$ cat config.mk
export PLATFORM = sky130hd
export DESIGN_NAME = ljf_host_regs
export DESIGN_NICKNAME = d
export VERILOG_FILES = /design/src/rtl/ljf_pkg.sv /design/src/rtl/ljf_host_regs.sv
export SDC_FILE = /design/constraint.sdc
export NUM_CORES = 1
export LEC_CHECK = 0
export ABC_AREA = 1
export BUFFER_PORTS_ARGS = -buffer_cell sky130_fd_sc_hd__clkbuf_2
export CORE_MARGIN = 2
export CORE_UTILIZATION = 35
export DETAILED_ROUTE_END_ITERATION = 8
export PLACE_DENSITY = 0.6
export SYNTH_ARGS = -nofsm -noshare
export SYNTH_HDL_FRONTEND = slang
export SYNTH_SLANG_ARGS = --single-unit
$ cat constraint.sdc
create_clock -name clk -period 7.37 [get_ports clk]
set_input_delay 2.211 -clock clk [delete_from_list [all_inputs] [get_ports clk]]
set_output_delay 2.211 -clock clk [all_outputs]
set_load 0.01 [all_outputs]
$ cat src/rtl/ljf_pkg.sv
// Constants, field layouts and carrier types of the host register bank and jitter FIFO.
// What this block does
// [RULE1] Attenuator sits in receive or transmit path: register bit in host, pin in hardware mode.
// [RULE2] FIFO depth selectable 16, 32 or 128 bits, or attenuator disabled, from two-bit field.
// [RULE3] FIFO written on selected line clock, read on dejittered clock.
// [RULE4] Limit status bit set when fill is within two bits of overflow or underflow.
// [RULE5] Host read of limit status recentres the FIFO and clears the bit.
// [RULE6] Designer should pick the smallest FIFO for delay-sensitive, modest-jitter uses.
// [RULE7] Dejittered clock comes from the internal reference clock, no crystal.
// [RULE8] Mode select high gives host mode, low gives hardware mode.
// [RULE9] Host port is serial clock, data in, data out, chip select and interrupt.
// [RULE10] Interrupt output goes low to report alarm conditions.
// [RULE11] Board grounds hardware configuration inputs in host mode; device ignores them.
// [RULE12] Five shared pins are serial port in host mode, control inputs in hardware mode.
// [RULE13] In host mode the enable pin drives transmitter only while enable bit is one.
// [RULE14] Interrupt status register clears its latched bits when read.
// [RULE15] An enable bit of one lets its condition assert the interrupt; zero suppresses it.
// [RULE16] Clearing the transmitter enable bit turns the transmitter off, outputs floating.
// [RULE17] FIFO limit interrupt enable has no effect while the attenuator is disabled.
// [RULE18] Error counter reaching all ones raises the saturation interrupt when enabled.
// [RULE19] Size field encoding: 00 off, 01 sixteen, 10 thirty-two, 11 one hundred twenty-eight.
// [RULE20] Frame: read/write bit, seven address bits, eight data bits, MSB first, within chip select.
package ljf_pkg;
  localparam int ADDR_W = 7;
  localparam logic [6:0] REG_REDUND = 7'h00;
  localparam logic [6:0] REG_IRQ_EN = 7'h01;
  localparam logic [6:0] REG_IRQ_ST = 7'h02;
  localparam logic [6:0] REG_ALARM = 7'h03;
  localparam logic [6:0] REG_TX_CTL = 7'h04;
  localparam logic [6:0] REG_RX_CTL = 7'h05;
  localparam logic [6:0] REG_BLK_CTL = 7'h06;
  localparam logic [6:0] REG_JA_CTL = 7'h07;
  // Writable bits per register; reserved bits read as zero.
  localparam logic [7:0] MASK_REDUND = 8'h11;
  localparam logic [7:0] MASK_CTL = 8'h3f;
  localparam logic [7:0] MASK_TX = 8'h37;
  localparam logic [7:0] MASK_JA = 8'h1f;
  localparam logic [7:0] REG_RESET = 8'h00;
  // Bit positions.
  localparam int B_TRANSMITTER_ENABLE = 0, B_RECEIVER_ENABLE = 4;
  localparam int B_DMO = 0, B_RECEIVE_SIGNAL_LOSS = 1, B_RECEIVE_LOCK_LOSS = 2, B_FL = 3, B_PRBS = 4, B_SAT = 5;
  localparam int B_ANALOG_SIGNAL_LOSS = 4, B_DIGITAL_SIGNAL_LOSS = 5, B_PRBSLS = 6;
  localparam int B_TRANSMIT_LEVEL_SELECT = 0, B_TRANSMIT_CLOCK_INVERT = 1, B_TRANSMIT_ALL_ONES = 2, B_INSPRBS = 4, B_TXMON = 5;
  localparam int B_RECEIVE_EQUALIZER_EN = 0, B_RECEIVE_MONITOR_GAIN = 1, B_SIGNAL_LOSS_MUTE = 2, B_RECEIVE_CLOCK_INVERT = 3, B_ALOSDIS = 4, B_DLOSDIS = 5;
  localparam int B_SRDR = 0, B_RATE = 1, B_E3 = 2, B_LLB = 3, B_RLB = 4, B_PRBSEN = 5;
  localparam int B_JA0 = 0, B_PATH = 1, B_JA1 = 2, B_PNTRST = 3;
  // Size field encoding.
  localparam logic [1:0] JA_OFF = 2'h0;
  localparam logic [1:0] JA_16 = 2'h1;
  localparam logic [1:0] JA_32 = 2'h2;
  localparam logic [7:0] DEPTH_16 = 8'h10;
  localparam logic [7:0] DEPTH_32 = 8'h20;
  localparam logic [7:0] DEPTH_128 = 8'h80;
  localparam logic [7:0] LIMIT_MARGIN = 8'h02;
  localparam logic [4:0] HDR_LAST = 5'h07;
  localparam logic [4:0] FRAME_LAST = 5'h0f;
  localparam logic [15:0] ERR_FULL = 16'hffff;
  // Dejittered clock divider from the 20 MHz reference.
  localparam int READ_DIV = 8;

  // Raw pins that cross into the clk domain.
  typedef struct packed {
    logic modeSel, csN, sclk, host_serial_in, rxMonPin, losMutePin, txEnPin;
    logic transmit_line_clock, receive_line_clock, txData, rxData, pathPin, size0, size1;
    logic transmit_level_select, transmit_all_ones, remote_loopback_en, local_loopback_en, e3, rate, receive_equalizer_en;
    logic driver_monitor_alarm, digital_signal_loss, analog_signal_loss, receive_lock_loss, prbsLs, prbsErr;
  } ljf_pins_t;

  // Effective line configuration after the host or hardware mux.
  typedef struct packed {
    logic receiver_enable, receive_clock_invert, transmit_clock_invert, rxMonGain, lossMute, txLevel, txAllOnes, remoteLb;
    logic localLb, rxEqEn, e3Sel, rateSel, singleRail, prbsEn, insPrbs, txMon;
  } ljf_cfg_t;
endpackage

$ cat src/rtl/ljf_host_regs.sv
// Serial host port, eight-register map, interrupt output and jitter attenuator FIFO.
`timescale 1ns/1ps
`default_nettype none
module ljf_host_regs #(
  parameter int DEPTH_MAX = 128
) (
  // Clock and reset.
  input wire logic clk,
  input wire logic rst,
  // Mode select and shared pins (serial port in host mode).
  input wire logic controlModeSelect,
  input wire logic shareCsIn,
  input wire logic shareSclkIn,
  input wire logic hostSerialIn,
  input wire logic shareSdoIn,
  output logic hostSerialOut,
  output logic hostSerialOutOe,
  input wire logic shareIntIn,
  output logic intOutN,
  output logic intOutOe,
  // Hardware-mode configuration pins.
  input wire logic transmitterEnable,
  input wire logic attenuatorPathSelect,
  input wire logic fifoSizeSelLow,
  input wire logic fifoSizeSelHigh,
  input wire logic transmitLevelSelect,
  input wire logic transmitAllOnes,
  input wire logic remoteLoopbackEn,
  input wire logic localLoopbackEn,
  input wire logic e3ModeSelect,
  input wire logic sonetOrT3RateSelect,
  input wire logic receiveEqualizerEn,
  // Alarm sources from the line blocks.
  input wire logic driverMonitorAlarm,
  input wire logic digitalSignalLoss,
  input wire logic analogSignalLoss,
  input wire logic receiveLockLoss,
  input wire logic patternLockLoss,
  input wire logic patternErrorPulse,
  // Line clocks and data.
  input wire logic transmitLineClock,
  input wire logic receiveLineClock,
  input wire logic transmitLineData,
  input wire logic receiveLineData,
  // Outputs to the line side.
  output logic dejitterClock,
  output logic dejitterData,
  output logic transmitDriveEn,
  output ljf_pkg::ljf_cfg_t lineCfg
);
  import ljf_pkg::*;

  localparam int PW = $clog2(DEPTH_MAX);

  ljf_pins_t rawPins, syncA_ff, syncB_ff, prev_ff;
  logic [7:0] redund_ff, irqEn_ff, irqSt_ff, txCtl_ff, rxCtl_ff, blkCtl_ff, jaCtl_ff;
  logic [7:0] nxt_irqSt, alarmVal, readVal, irqEvt, effIe;
  logic [7:0] shiftIn_ff, readShift_ff;
  logic [4:0] bitCnt_ff;
  logic [6:0] addr_ff;
  logic isRead_ff, fl_ff, nxt_fl;
  logic [15:0] errCnt_ff;
  logic [PW:0] wrPtr_ff, rdPtr_ff, fill;
  logic [7:0] depth, fill8;
  logic fifoMem [DEPTH_MAX];
  logic [$clog2(READ_DIV)-1:0] divCnt_ff;
  logic outClk_ff, outData_ff, txDrv_ff;
  ljf_cfg_t nxt_cfg;

  // Every outside input passes two flip-flops before use.
  assign rawPins = {controlModeSelect, shareCsIn, shareSclkIn, hostSerialIn, shareSdoIn, shareIntIn,
    transmitterEnable, transmitLineClock, receiveLineClock, transmitLineData, receiveLineData,
    attenuatorPathSelect, fifoSizeSelLow, fifoSizeSelHigh, transmitLevelSelect, transmitAllOnes,
    remoteLoopbackEn, localLoopbackEn, e3ModeSelect, sonetOrT3RateSelect, receiveEqualizerEn,
    driverMonitorAlarm, digitalSignalLoss, analogSignalLoss, receiveLockLoss, patternLockLoss,
    patternErrorPulse};

  // Synchroniser pair plus one history stage for edge detection.
  always_ff @(posedge clk or posedge rst) begin
    if (rst) begin
      syncA_ff <= '0;
      syncB_ff <= '0;
      prev_ff <= '0;
    end else begin
      syncA_ff <= rawPins;
      syncB_ff <= syncA_ff;
      prev_ff <= syncB_ff;
    end
  end

  // Mode and shared-pin decoding.
  wire hostMode = syncB_ff.modeSel; // RULE8
  wire csActive = hostMode && !syncB_ff.csN; // RULE9
  wire sclkRise = csActive && syncB_ff.sclk && !prev_ff.sclk;
  wire sclkFall = csActive && !syncB_ff.sclk && prev_ff.sclk;
  wire [7:0] rxByte = {shiftIn_ff[6:0], syncB_ff.host_serial_in}; // RULE20
  wire hdrDone = sclkRise && (bitCnt_ff == HDR_LAST);
  wire readStrobe = hdrDone && rxByte[7];
  wire writeStrobe = sclkRise && (bitCnt_ff == FRAME_LAST) && !isRead_ff;
  wire irqStRead = readStrobe && (rxByte[6:0] == REG_IRQ_ST);
  wire flRead = readStrobe && (rxByte[6:0] == REG_ALARM);

  // Serial frame: read/write bit, address, data, MSB first, sampled on rising SCLK.
  always_ff @(posedge clk or posedge rst) begin
    if (rst) begin
      bitCnt_ff <= '0;
      shiftIn_ff <= '0;
      addr_ff <= '0;
      isRead_ff <= 1'b0;
    end else if (!csActive) begin
      bitCnt_ff <= '0;
    end else if (sclkRise && bitCnt_ff <= FRAME_LAST) begin // Clocks beyond the frame are ignored.
      bitCnt_ff <= bitCnt_ff + 5'h01; // RULE20
      shiftIn_ff <= rxByte;
      if (hdrDone) begin
        isRead_ff <= rxByte[7];
        addr_ff <= rxByte[6:0];
      end
    end
  end

  // Read data loads after the header and shifts out on falling SCLK.
  always_ff @(posedge clk or posedge rst) begin
    if (rst) begin
      readShift_ff <= '0;
    end else if (hdrDone) begin
      readShift_ff <= readVal;
    end else if (sclkFall && bitCnt_ff > HDR_LAST + 5'h01) begin
      readShift_ff <= {readShift_ff[6:0], 1'b0};
    end
  end

  // Data out drives only in host mode during the data phase of a read.
  assign hostSerialOut = readShift_ff[7];
  assign hostSerialOutOe = csActive && isRead_ff && (bitCnt_ff > HDR_LAST); // RULE12

  // Configuration register writes.
  always_ff @(posedge clk or posedge rst) begin
    if (rst) begin
      redund_ff <= REG_RESET;
      irqEn_ff <= REG_RESET;
      txCtl_ff <= REG_RESET;
      rxCtl_ff <= REG_RESET;
      blkCtl_ff <= REG_RESET;
      jaCtl_ff <= REG_RESET;
    end else if (writeStrobe) begin
      unique case (addr_ff)
        REG_REDUND: redund_ff <= rxByte & MASK_REDUND;
        REG_IRQ_EN: irqEn_ff <= rxByte & MASK_CTL;
        REG_TX_CTL: txCtl_ff <= rxByte & MASK_TX;
        REG_RX_CTL: rxCtl_ff <= rxByte & MASK_CTL;
        REG_BLK_CTL: blkCtl_ff <= rxByte & MASK_CTL;
        REG_JA_CTL: jaCtl_ff <= rxByte & MASK_JA;
        default: ;
      endcase
    end
  end

  // Register read mux; unmapped addresses read zero.
  always_comb begin
    unique case (rxByte[6:0])
      REG_REDUND: readVal = redund_ff;
      REG_IRQ_EN: readVal = irqEn_ff;
      REG_IRQ_ST: readVal = irqSt_ff;
      REG_ALARM: readVal = alarmVal;
      REG_TX_CTL: readVal = txCtl_ff;
      REG_RX_CTL: readVal = rxCtl_ff;
      REG_BLK_CTL: readVal = blkCtl_ff;
      REG_JA_CTL: readVal = jaCtl_ff;
      default: readVal = 8'h00;
    endcase
  end

  // Attenuator control from register bits or pins, by mode.
  wire pathTx = hostMode ? jaCtl_ff[B_PATH] : syncB_ff.pathPin; // RULE1
  wire [1:0] sizeSel = hostMode ? {jaCtl_ff[B_JA1], jaCtl_ff[B_JA0]}
    : {syncB_ff.size1, syncB_ff.size0}; // RULE2
  wire jaOn = (sizeSel != JA_OFF);
  assign depth = (sizeSel == JA_16) ? DEPTH_16 : (sizeSel == JA_32) ? DEPTH_32 : DEPTH_128; // RULE19

  // Dejittered read tick divided from the internal reference.
  wire readTick = (divCnt_ff == '0); // RULE7
  always_ff @(posedge clk or posedge rst) begin
    if (rst) begin
      divCnt_ff <= '0;
    end else begin
      divCnt_ff <= (divCnt_ff == ($clog2(READ_DIV))'(READ_DIV - 1)) ? '0 : divCnt_ff + 1'b1;
    end
  end

  // FIFO writes on the selected line clock edge, reads on the dejittered tick.
  wire lineClk = pathTx ? syncB_ff.transmit_line_clock : syncB_ff.receive_line_clock;
  wire lineClkPrev = pathTx ? prev_ff.transmit_line_clock : prev_ff.receive_line_clock;
  wire lineData = pathTx ? syncB_ff.txData : syncB_ff.rxData;
  wire lineEdge = lineClk && !lineClkPrev;
  assign fill = wrPtr_ff - rdPtr_ff;
  assign fill8 = 8'(fill);
  wire recentre = flRead || (hostMode && jaCtl_ff[B_PNTRST]); // RULE5
  wire doWrite = jaOn && !recentre && lineEdge && (fill8 < depth); // RULE3
  wire doRead = jaOn && !recentre && readTick && (fill8 != 8'h00); // RULE3
  wire nearLimit = jaOn && ((fill8 <= LIMIT_MARGIN) || (fill8 >= depth - LIMIT_MARGIN)); // RULE4

  // Pointer and storage update.
  always_ff @(posedge clk or posedge rst) begin
    if (rst) begin
      wrPtr_ff <= '0;
      rdPtr_ff <= '0;
    end else if (!jaOn) begin
      wrPtr_ff <= '0;
      rdPtr_ff <= '0;
    end else if (recentre) begin
      rdPtr_ff <= wrPtr_ff - (PW + 1)'(depth >> 1); // RULE5
    end else begin
      wrPtr_ff <= wrPtr_ff + (PW + 1)'(doWrite);
      rdPtr_ff <= rdPtr_ff + (PW + 1)'(doRead);
    end
  end

  always_ff @(posedge clk) begin
    if (doWrite) begin
      fifoMem[wrPtr_ff[PW-1:0]] <= lineData;
    end
  end

  // Output clock and data; bypass the FIFO when the attenuator is off.
  always_ff @(posedge clk or posedge rst) begin
    if (rst) begin
      outClk_ff <= 1'b0;
      outData_ff <= 1'b0;
    end else begin
      outClk_ff <= jaOn ? (divCnt_ff < ($clog2(READ_DIV))'(READ_DIV / 2)) : lineClk; // RULE7
      if (!jaOn) begin
        outData_ff <= lineData;
      end else if (doRead) begin
        outData_ff <= fifoMem[rdPtr_ff[PW-1:0]];
      end
    end
  end
  assign dejitterClock = outClk_ff;
  assign dejitterData = outData_ff;

  // Limit flag is sticky; a new limit hit wins over the clearing read.
  assign nxt_fl = nearLimit || (fl_ff && !flRead); // RULE4 RULE5
  always_ff @(posedge clk or posedge rst) begin
    if (rst) begin
      fl_ff <= 1'b0;
    end else begin
      fl_ff <= nxt_fl;
    end
  end

  // Alarm status with loss detectors gated by their disable bits.
  wire dlosEff = syncB_ff.digital_signal_loss && !(hostMode && rxCtl_ff[B_DLOSDIS]);
  wire alosEff = syncB_ff.analog_signal_loss && !(hostMode && rxCtl_ff[B_ALOSDIS]);
  assign alarmVal = {1'b0, syncB_ff.prbsLs, dlosEff, alosEff, fl_ff, syncB_ff.receive_lock_loss, dlosEff || alosEff,
    syncB_ff.driver_monitor_alarm};

  // Saturating pattern error counter.
  wire errPulse = syncB_ff.prbsErr && !prev_ff.prbsErr;
  wire errHitsFull = errPulse && (errCnt_ff == ERR_FULL - 16'h0001);
  always_ff @(posedge clk or posedge rst) begin
    if (rst) begin
      errCnt_ff <= '0;
    end else if (errPulse && errCnt_ff != ERR_FULL) begin
      errCnt_ff <= errCnt_ff + 16'h0001; // RULE18
    end
  end

  // Interrupt events: alarm rising edges, error pulses and counter saturation.
  wire prevRlos = prev_ff.digital_signal_loss || prev_ff.analog_signal_loss;
  assign irqEvt = {2'b00, errHitsFull, errPulse, nearLimit && !fl_ff, syncB_ff.receive_lock_loss && !prev_ff.receive_lock_loss,
    (syncB_ff.digital_signal_loss || syncB_ff.analog_signal_loss) && !prevRlos, syncB_ff.driver_monitor_alarm && !prev_ff.driver_monitor_alarm}; // RULE18

  // Status clears on read; an event in the same cycle survives.
  assign nxt_irqSt = (irqStRead ? 8'h00 : irqSt_ff) | irqEvt; // RULE14
  always_ff @(posedge clk or posedge rst) begin
    if (rst) begin
      irqSt_ff <= REG_RESET;
    end else begin
      irqSt_ff <= nxt_irqSt;
    end
  end

  // Enables gate status onto the active-low interrupt pin.
  assign effIe = irqEn_ff & ~(8'(!jaOn) << B_FL); // RULE15 RULE17
  wire irqActive = |(irqSt_ff & effIe); // RULE10
  assign intOutN = !irqActive; // RULE10
  assign intOutOe = hostMode; // RULE12

  // Transmitter drive: host mode ANDs bit and pin, hardware mode uses the pin.
  wire nxt_txDrv = hostMode ? (redund_ff[B_TRANSMITTER_ENABLE] && syncB_ff.txEnPin) : syncB_ff.txEnPin; // RULE13 RULE16
  always_ff @(posedge clk or posedge rst) begin
    if (rst) begin
      txDrv_ff <= 1'b0;
    end else begin
      txDrv_ff <= nxt_txDrv;
    end
  end
  assign transmitDriveEn = txDrv_ff;

  // Line configuration: registers in host mode, pins in hardware mode.
  always_comb begin
    if (hostMode) begin
      nxt_cfg = {redund_ff[B_RECEIVER_ENABLE], rxCtl_ff[B_RECEIVE_CLOCK_INVERT], txCtl_ff[B_TRANSMIT_CLOCK_INVERT], rxCtl_ff[B_RECEIVE_MONITOR_GAIN],
        rxCtl_ff[B_SIGNAL_LOSS_MUTE], txCtl_ff[B_TRANSMIT_LEVEL_SELECT], txCtl_ff[B_TRANSMIT_ALL_ONES], blkCtl_ff[B_RLB], blkCtl_ff[B_LLB],
        rxCtl_ff[B_RECEIVE_EQUALIZER_EN], blkCtl_ff[B_E3], blkCtl_ff[B_RATE], blkCtl_ff[B_SRDR], blkCtl_ff[B_PRBSEN],
        txCtl_ff[B_INSPRBS], txCtl_ff[B_TXMON]}; // RULE11
    end else begin
      nxt_cfg = {syncB_ff.host_serial_in, syncB_ff.csN, syncB_ff.sclk, syncB_ff.rxMonPin, syncB_ff.losMutePin,
        syncB_ff.transmit_level_select, syncB_ff.transmit_all_ones, syncB_ff.remote_loopback_en, syncB_ff.local_loopback_en, syncB_ff.receive_equalizer_en, syncB_ff.e3,
        syncB_ff.rate, 1'b0, 1'b0, 1'b0, 1'b0}; // RULE12
    end
  end
  always_ff @(posedge clk or posedge rst) begin
    if (rst) begin
      lineCfg <= '0;
    end else begin
      lineCfg <= nxt_cfg;
    end
  end

  // Checks on the limit flag, FIFO, interrupt and transmitter behaviour.
  AST_FL_SET: assert property (@(posedge clk) disable iff (rst) nearLimit |=> fl_ff) // RULE4
    else $error("limit flag not set after near-limit fill");
  AST_FL_CLEAR: assert property (@(posedge clk) disable iff (rst)
    flRead && !nearLimit && jaOn ##1 !nearLimit |-> !fl_ff) // RULE5
    else $error("limit flag not cleared by read");
  AST_RECENTRE: assert property (@(posedge clk) disable iff (rst)
    flRead && jaOn && $stable(sizeSel) |=> fill8 == (depth >> 1)) // RULE5
    else $error("FIFO not recentred after limit read");
  AST_NO_OVER: assert property (@(posedge clk) disable iff (rst) fill8 <= depth) // RULE2
    else $error("FIFO fill exceeds selected depth");
  AST_PATH: assert property (@(posedge clk) disable iff (rst)
    doWrite |-> (pathTx ? syncB_ff.transmit_line_clock && !prev_ff.transmit_line_clock : syncB_ff.receive_line_clock && !prev_ff.receive_line_clock)) // RULE1
    else $error("FIFO written from the wrong line clock");
  AST_IRQ_CLR: assert property (@(posedge clk) disable iff (rst)
    irqStRead && irqEvt == 8'h00 |=> irqSt_ff == 8'h00) // RULE14
    else $error("status not cleared by read");
  AST_INT_LOW: assert property (@(posedge clk) disable iff (rst)
    $rose(irqSt_ff[B_RECEIVE_SIGNAL_LOSS]) && irqEn_ff[B_RECEIVE_SIGNAL_LOSS] |-> !intOutN) // RULE10
    else $error("interrupt pin not low for enabled event");
  AST_FIFO_LIMIT_IRQ_EN_OFF: assert property (@(posedge clk) disable iff (rst)
    !jaOn && (irqSt_ff & irqEn_ff & ~(8'h01 << B_FL)) == 8'h00 |-> intOutN) // RULE17
    else $error("limit enable acted while attenuator off");
  AST_TX_OFF: assert property (@(posedge clk) disable iff (rst)
    hostMode && !redund_ff[B_TRANSMITTER_ENABLE] ##1 hostMode |-> !transmitDriveEn) // RULE16
    else $error("transmitter driven with enable bit clear");
  AST_SAT: assert property (@(posedge clk) disable iff (rst) errHitsFull |=> irqSt_ff[B_SAT]) // RULE18
    else $error("saturation status not raised");
  COV_WRITE: cover property (@(posedge clk) disable iff (rst) writeStrobe && addr_ff == REG_JA_CTL);
  COV_FL_READ: cover property (@(posedge clk) disable iff (rst) flRead && fl_ff);
  COV_IRQ: cover property (@(posedge clk) disable iff (rst) $fell(intOutN));
endmodule
`default_nettype wire

* Word level (Yosys, flattened, before mapping)
Memory sizes are Yosys's and may differ from the RTL's.
Cells that the tools add are included.
** Word-level totals
- Bits in registers :: 183
- Memory bits (writable) :: 128
- Input bits :: 29
- Logic and storage cells :: 238
- Memories :: 1
** Memories
- fifoMem :: depth 128, bits a word 1, rd ports 1, clocked after memory_dff 0, write ports 1, line ljf_host_regs.sv:65 : logic fifoMem [DEPTH_MAX];
** Operators by class
- Add/subtract/negate cells :: 8
- $lt $le $gt $ge :: 7
- Equality and inequality tests :: 22
- Mux-type cells :: 25
- Bitwise gates (word level) :: 4
- Reduce and logical (&&, ||, !) cells :: 73
** Operator list (count)
- two-way mux 8 bit :: 9
- case mux 8 bit (8 select lines) :: 1
- == test 7 x 3 -> 1 bit (second input constant) :: 8
- logical AND 1 bit :: 36
- adder 16 x 1 -> 16 bit (second input constant) :: 1
- adder 8 x 1 -> 8 bit :: 2
- == test 16 bit (second input constant) :: 1
- logical NOT 1 bit :: 16
- two-way mux 16 bit :: 1
- != test 16 bit (second input constant) :: 1
- == test 7 x 1 -> 1 bit (second input constant) :: 2
- == test 7 x 2 -> 1 bit (second input constant) :: 2
- logical NOT 7 bit :: 2
- AND reduction 2 bit :: 7
- two-way mux 1 bit :: 10
- two-way mux 5 bit :: 2
- AND 6 x 8 -> 8 bit :: 1
- AND 8 bit :: 1
- greater-or-equal comparator 8 bit :: 1
- less-or-equal comparator 8 x 2 -> 1 bit (second input constant) :: 1
- less-than comparator 8 bit :: 1
- inverter 4 -> 8 bit :: 1
- OR 8 x 6 -> 8 bit :: 1
- nonzero test 8 bit :: 1
- 23 further kinds :: 30

* Longest topological paths before layout
- Word-level depth :: 15
- Mapped depth :: 24
- Mapped depth without buffers :: 23

* Least setup slack after synthesis
No wires, ideal clock.
- Path type :: reg2out
- From :: register intOutOe (netlist name)
- To :: output port intOutN
- Arrival :: 2100 ps
- Required time :: 5159 ps
- Path slack :: 3059 ps
- Stages on the path, launching flop included :: 8
- Buffers on the path :: 2
- Cell sequence :: dfrtp_1 -> clkbuf_1 -> clkbuf_1 -> nand2_1 -> o21ai_0 -> ha_1 -> inv_1 -> a311oi_1
** On the way
- Cells in the longest elaborated chain, start to end :: 8
** RTL lines
- two-way mux 2 bit :: line ljf_host_regs.sv:176 : wire [1:0] sizeSel = hostMode ? {jaCtl_ff[B_JA1], jaCtl_ff[B_JA0]}
- nonzero test 2 bit :: line ljf_host_regs.sv:178 : wire jaOn = (sizeSel != JA_OFF);
- logical NOT 1 bit :: line ljf_host_regs.sv:285 : assign effIe = irqEn_ff & ~(8'(!jaOn) << B_FL);
- inverter 4 -> 8 bit :: line ljf_host_regs.sv:285
- AND 6 x 8 -> 8 bit :: line ljf_host_regs.sv:285
- AND 8 bit :: line ljf_host_regs.sv:286 : wire irqActive = |(irqSt_ff & effIe);
- OR reduction 8 bit :: line ljf_host_regs.sv:286
- logical NOT 1 bit :: line ljf_host_regs.sv:287 : assign intOutN = !irqActive;
- end: declaration :: line ljf_host_regs.sv:19 : output logic intOutN,
Every way passes these cells.

* Worst setup path after layout
- From :: register intOutOe (netlist name)
- To :: output port intOutN
** On the way
- Cells in the longest elaborated chain, start to end :: 8
** RTL lines (line)
- two-way mux 2 bit :: ljf_host_regs.sv:176
- nonzero test 2 bit :: ljf_host_regs.sv:178
- logical NOT 1 bit :: ljf_host_regs.sv:285
- inverter 4 -> 8 bit :: ljf_host_regs.sv:285
- AND 6 x 8 -> 8 bit :: ljf_host_regs.sv:285
- AND 8 bit :: ljf_host_regs.sv:286
- OR reduction 8 bit :: ljf_host_regs.sv:286
- logical NOT 1 bit :: ljf_host_regs.sv:287
Every way passes these cells.

==> results.sh <==
export IMPL_status="finished clean"
export IMPL_crit_fanout=33
export IMPL_ys_flop_type="dfrtp_1"
export IMPL_synth_distinct_cells=51
export IMPL_cp_num_cells=6
export IMPL_grt_pass1_wl_um=52010
export IMPL_syn_inst=1411
export IMPL_drc_errors=0
export IMPL_finalNetCount=1518
export IMPL_cts_tree="built"
export IMPL_timing_final_crit_share_pct=70.44
export IMPL_grt_pass1_vias=9807
export IMPL_dr_pass1_iters=6
export IMPL_ys_warn_count=0
export IMPL_startpoint_type="flop"
export IMPL_pin_count=52
export IMPL_power_mw=3.823
export IMPL_overflow=0
export IMPL_num_antenna_cells=0
export IMPL_numPortBuffers=51
export IMPL_netlist_area_um2=13830
export IMPL_hold_viol_final=0
export IMPL_pwr_share_seq_pct=49.5
export IMPL_dieArea_um2=41120
export IMPL_syn_nets=1473
export IMPL_p_leak_nw=6.534
export IMPL_area_growth_pct=12.15
export IMPL_worst_path_buf_inv=3
export IMPL_die_width_um=202.8
export IMPL_synth_area_per_cell_um2=9.800
export IMPL_critPathSlowestCell="a311oi_1"
export IMPL_fmax_mhz=192.6
export IMPL_dp_hpwl_um=20080
export IMPL_cts_root_buf="clkbuf_16"
export IMPL_vias=9838
export IMPL_antenna_found_initial=0
export IMPL_clock_sinks=309
export IMPL_fill_cells=3762
export IMPL_cpPeakStageDelay_ns=0.55
export IMPL_synthArstFlopShare_pct=58.58
export IMPL_timing_final_crit_period_ns=5.191
export IMPL_switching_power_mw=0.9923
export IMPL_whs_path_depth=0
export IMPL_finalSetupViolations=0
export IMPL_post_cts_setup_buffers=0
export IMPL_end_kind="output pin"
export IMPL_dp_cells=1941
export IMPL_switching_share_pct=25.96
export IMPL_worstPathCellList="buf_4 -> o21ai_0 -> ha_1 -> inv_1 -> a311oi_1 -> clkbuf_2"
export IMPL_wl_per_cell_um=15.78
export IMPL_ys_ff_latch=309
export IMPL_synth_edf_count=128
export IMPL_layout_drive_gt1_share_pct=9.872
export IMPL_grt_usage_pct=15.80
export IMPL_r2r_cells=22
export IMPL_power_per_cell_area_nw_per_um2=246.5
export IMPL_cp_arrival_ns=2.98
export IMPL_coreArea_um2=38830
export IMPL_maxSlewHeadroom_pct=18.68
export IMPL_clk_latency_ns=0.57
export IMPL_cp_top_family="compound AO/OA/AOI/OAI gates"
export IMPL_grt_max_degree=133
export IMPL_antenna_left=0
export IMPL_cts_buffers=31
export IMPL_cts_resized_gates=0
export IMPL_gp_congestion=0.8651
export IMPL_fin_tns_setup_ns=0
export IMPL_instances_no_fill=1997
export IMPL_placed_cell_area_um2=14540
export IMPL_clk_pin_slew_ns=0.06
export IMPL_rows=72
export IMPL_htree_levels=1
export IMPL_drv_cap=0
export IMPL_dp_slack_ns=2.449
export IMPL_max_vdd_ir_drop_uv=202.2
export IMPL_crit_type="flop to output pin"
export IMPL_fp_dieH_um=202.8
export IMPL_synth_seq_area_share_pct=60.55
export IMPL_drtIter0Drc=882
export IMPL_worstPathRequired_ns=5.16
export IMPL_clockBufferDepth=3
export IMPL_finish_instance_area_um2=15510
export IMPL_hp_class="flop to flop"
export IMPL_finalWorstSetupSlack_ns=2.179
export IMPL_finalClockSkew_ns=0.02453
export IMPL_rsz0062_at_grt="no"
export IMPL_routed_wl_um=31520
export IMPL_drv_slew=0
export IMPL_clockPowerShare_pct=39.4
export IMPL_worst_pin_slew_ns=1.220
export IMPL_initial_utilization_pct=35.61
export IMPL_internal_power_mw=2.831
export IMPL_hold_buffers=0
export IMPL_viasPerCell=4.926
export IMPL_combPwrFrac_pct=11.1
## placed cells by master (no fill, tap or decap), types with 20 or more instances in the layout
cell type,synthesis,routed
o21ai_0,74,74
clkbuf_16,0,31
nand3_1,114,114
nand2_1,357,356
nor2_1,188,188
ha_1,31,31
edfxtp_1,128,128
inv_1,106,105
xor2_1,20,20
clkbuf_2,0,51
a21oi_1,40,40
dfrtp_1,181,180
## area by class of cell
type	count	area, um^2	area share (%)
inverter	117	454.2	2.929
multi-input combinational	942	4782	30.84
tap	518	648.1	4.179
timing repair buffer	55	285.3	1.839
sequential	309	8374	54.00
clock inverter	16	145.1	0.9359
clock buffer	40	819.5	5.284
## cell usage after synthesis (4+ instances only)
cell type	instances	area share, %
xor2_1	20	1.3
nor2_1	188	5.1
nand2_4	5	0.41
xnor2_1	6	0.38
clkbuf_1	27	0.73
a21oi_1	40	1.4
dfrtp_1	181	33
nor2_2	4	0.18
inv_1	106	2.9
nor3_1	17	0.62
nand4_1	12	0.54
inv_2	6	0.16
clkinv_1	4	0.11
buf_6	8	0.65
nand4_4	8	1.2
o22ai_1	11	0.50
mux2_2	7	0.57
buf_2	6	0.22
o21ai_1	6	0.22
nand3_1	114	4.1
edfxtp_1	128	28
ha_1	31	2.8
nand2_1	357	9.7
o21ai_0	74	2.7
## routing by layer
metal	GRT usage [%]	up-vias	wire length, um
met5	0	-	0
li1	-	4761	-
met4	4.353	0	720
met2	26.43	259	14840
met3	2.087	49	1657
met1	21.61	4769	14300
## state kept, by name (all words and copies together) (netlist names), 3 cells and up
signal and cells:
jaCtl_ff 5, alarmVal 3, prev_ff 8, divCnt_ff 3
rxCtl_ff 6, syncA_ff 27, syncB_ff 22, bitCnt_ff 5
wrPtr_ff 8, irqEn_ff 6, txCtl_ff 5, shiftIn_ff 7
lineCfg 16, irqSt_ff 6, blkCtl_ff 6, addr_ff 7
readShift_ff 8, rdPtr_ff 8, fifoMem 128, errCnt_ff 16
## through the flow
stage | hold WS (ns) | util (%)
after CTS | 0.3456 | 39.94
after global placement | 0.3331 | 37.46
after global routing | 0.3529 | 39.94
after floorplan | 0.3312 | -
after detailed placement | 0.3347 | 37.46
final | 0.3459 | 39.94
## power by group through the flow
stage	clock network [mW]	logic (mW)	registers (mW)
5_1_grt	1.62	0.484	1.90
2_1_floorplan	0	0.310	1.92
4_1_cts	1.54	0.431	1.89
3_3_place_gp	0	0.424	1.92
6_report	1.50	0.426	1.89
3_5_place_dp	0	0.429	1.93
## kinds of logic after synthesis
| family | Yosys count | share of synthesized area [%] |
|---|---|---|
| AO/OA/AOI/OAI | 157 | 6.361 |
| XOR/XNOR | 26 | 1.647 |
| adder cells (fa/ha/maj) | 33 | 3.094 |
| buffers and inverters | 160 | 4.886 |
| flip-flops | 309 | 60.55 |
| multiplexers | 7 | 0.5701 |
| other | 1 | 0.02712 |
| AND/OR/NAND/NOR | 718 | 22.86 |
## path summary, 6_finish.rpt
path | from | endpoint | slack, ns
worst max-delay path | intOutOe$_DFF_PP0_ | intOutN | 2.18
worst min-delay path | syncA_ff[5]$_DFF_PP0_ | alarmVal[0]$_DFF_PP0_ | 0.35
worst max register to register | rdPtr_ff[1]$_DFF_PP0_ | wrPtr_ff[6]$_DFFE_PP0P_ | 2.41
worst min register to register | syncA_ff[5]$_DFF_PP0_ | alarmVal[0]$_DFF_PP0_ | 0.35
max in group asynchronous | rst | irqSt_ff[1]$_DFF_PP0_ | 4.32
min in group asynchronous | rst | syncA_ff[26]$_DFF_PP0_ | 1.86
(Power assumes the default switching activity.)
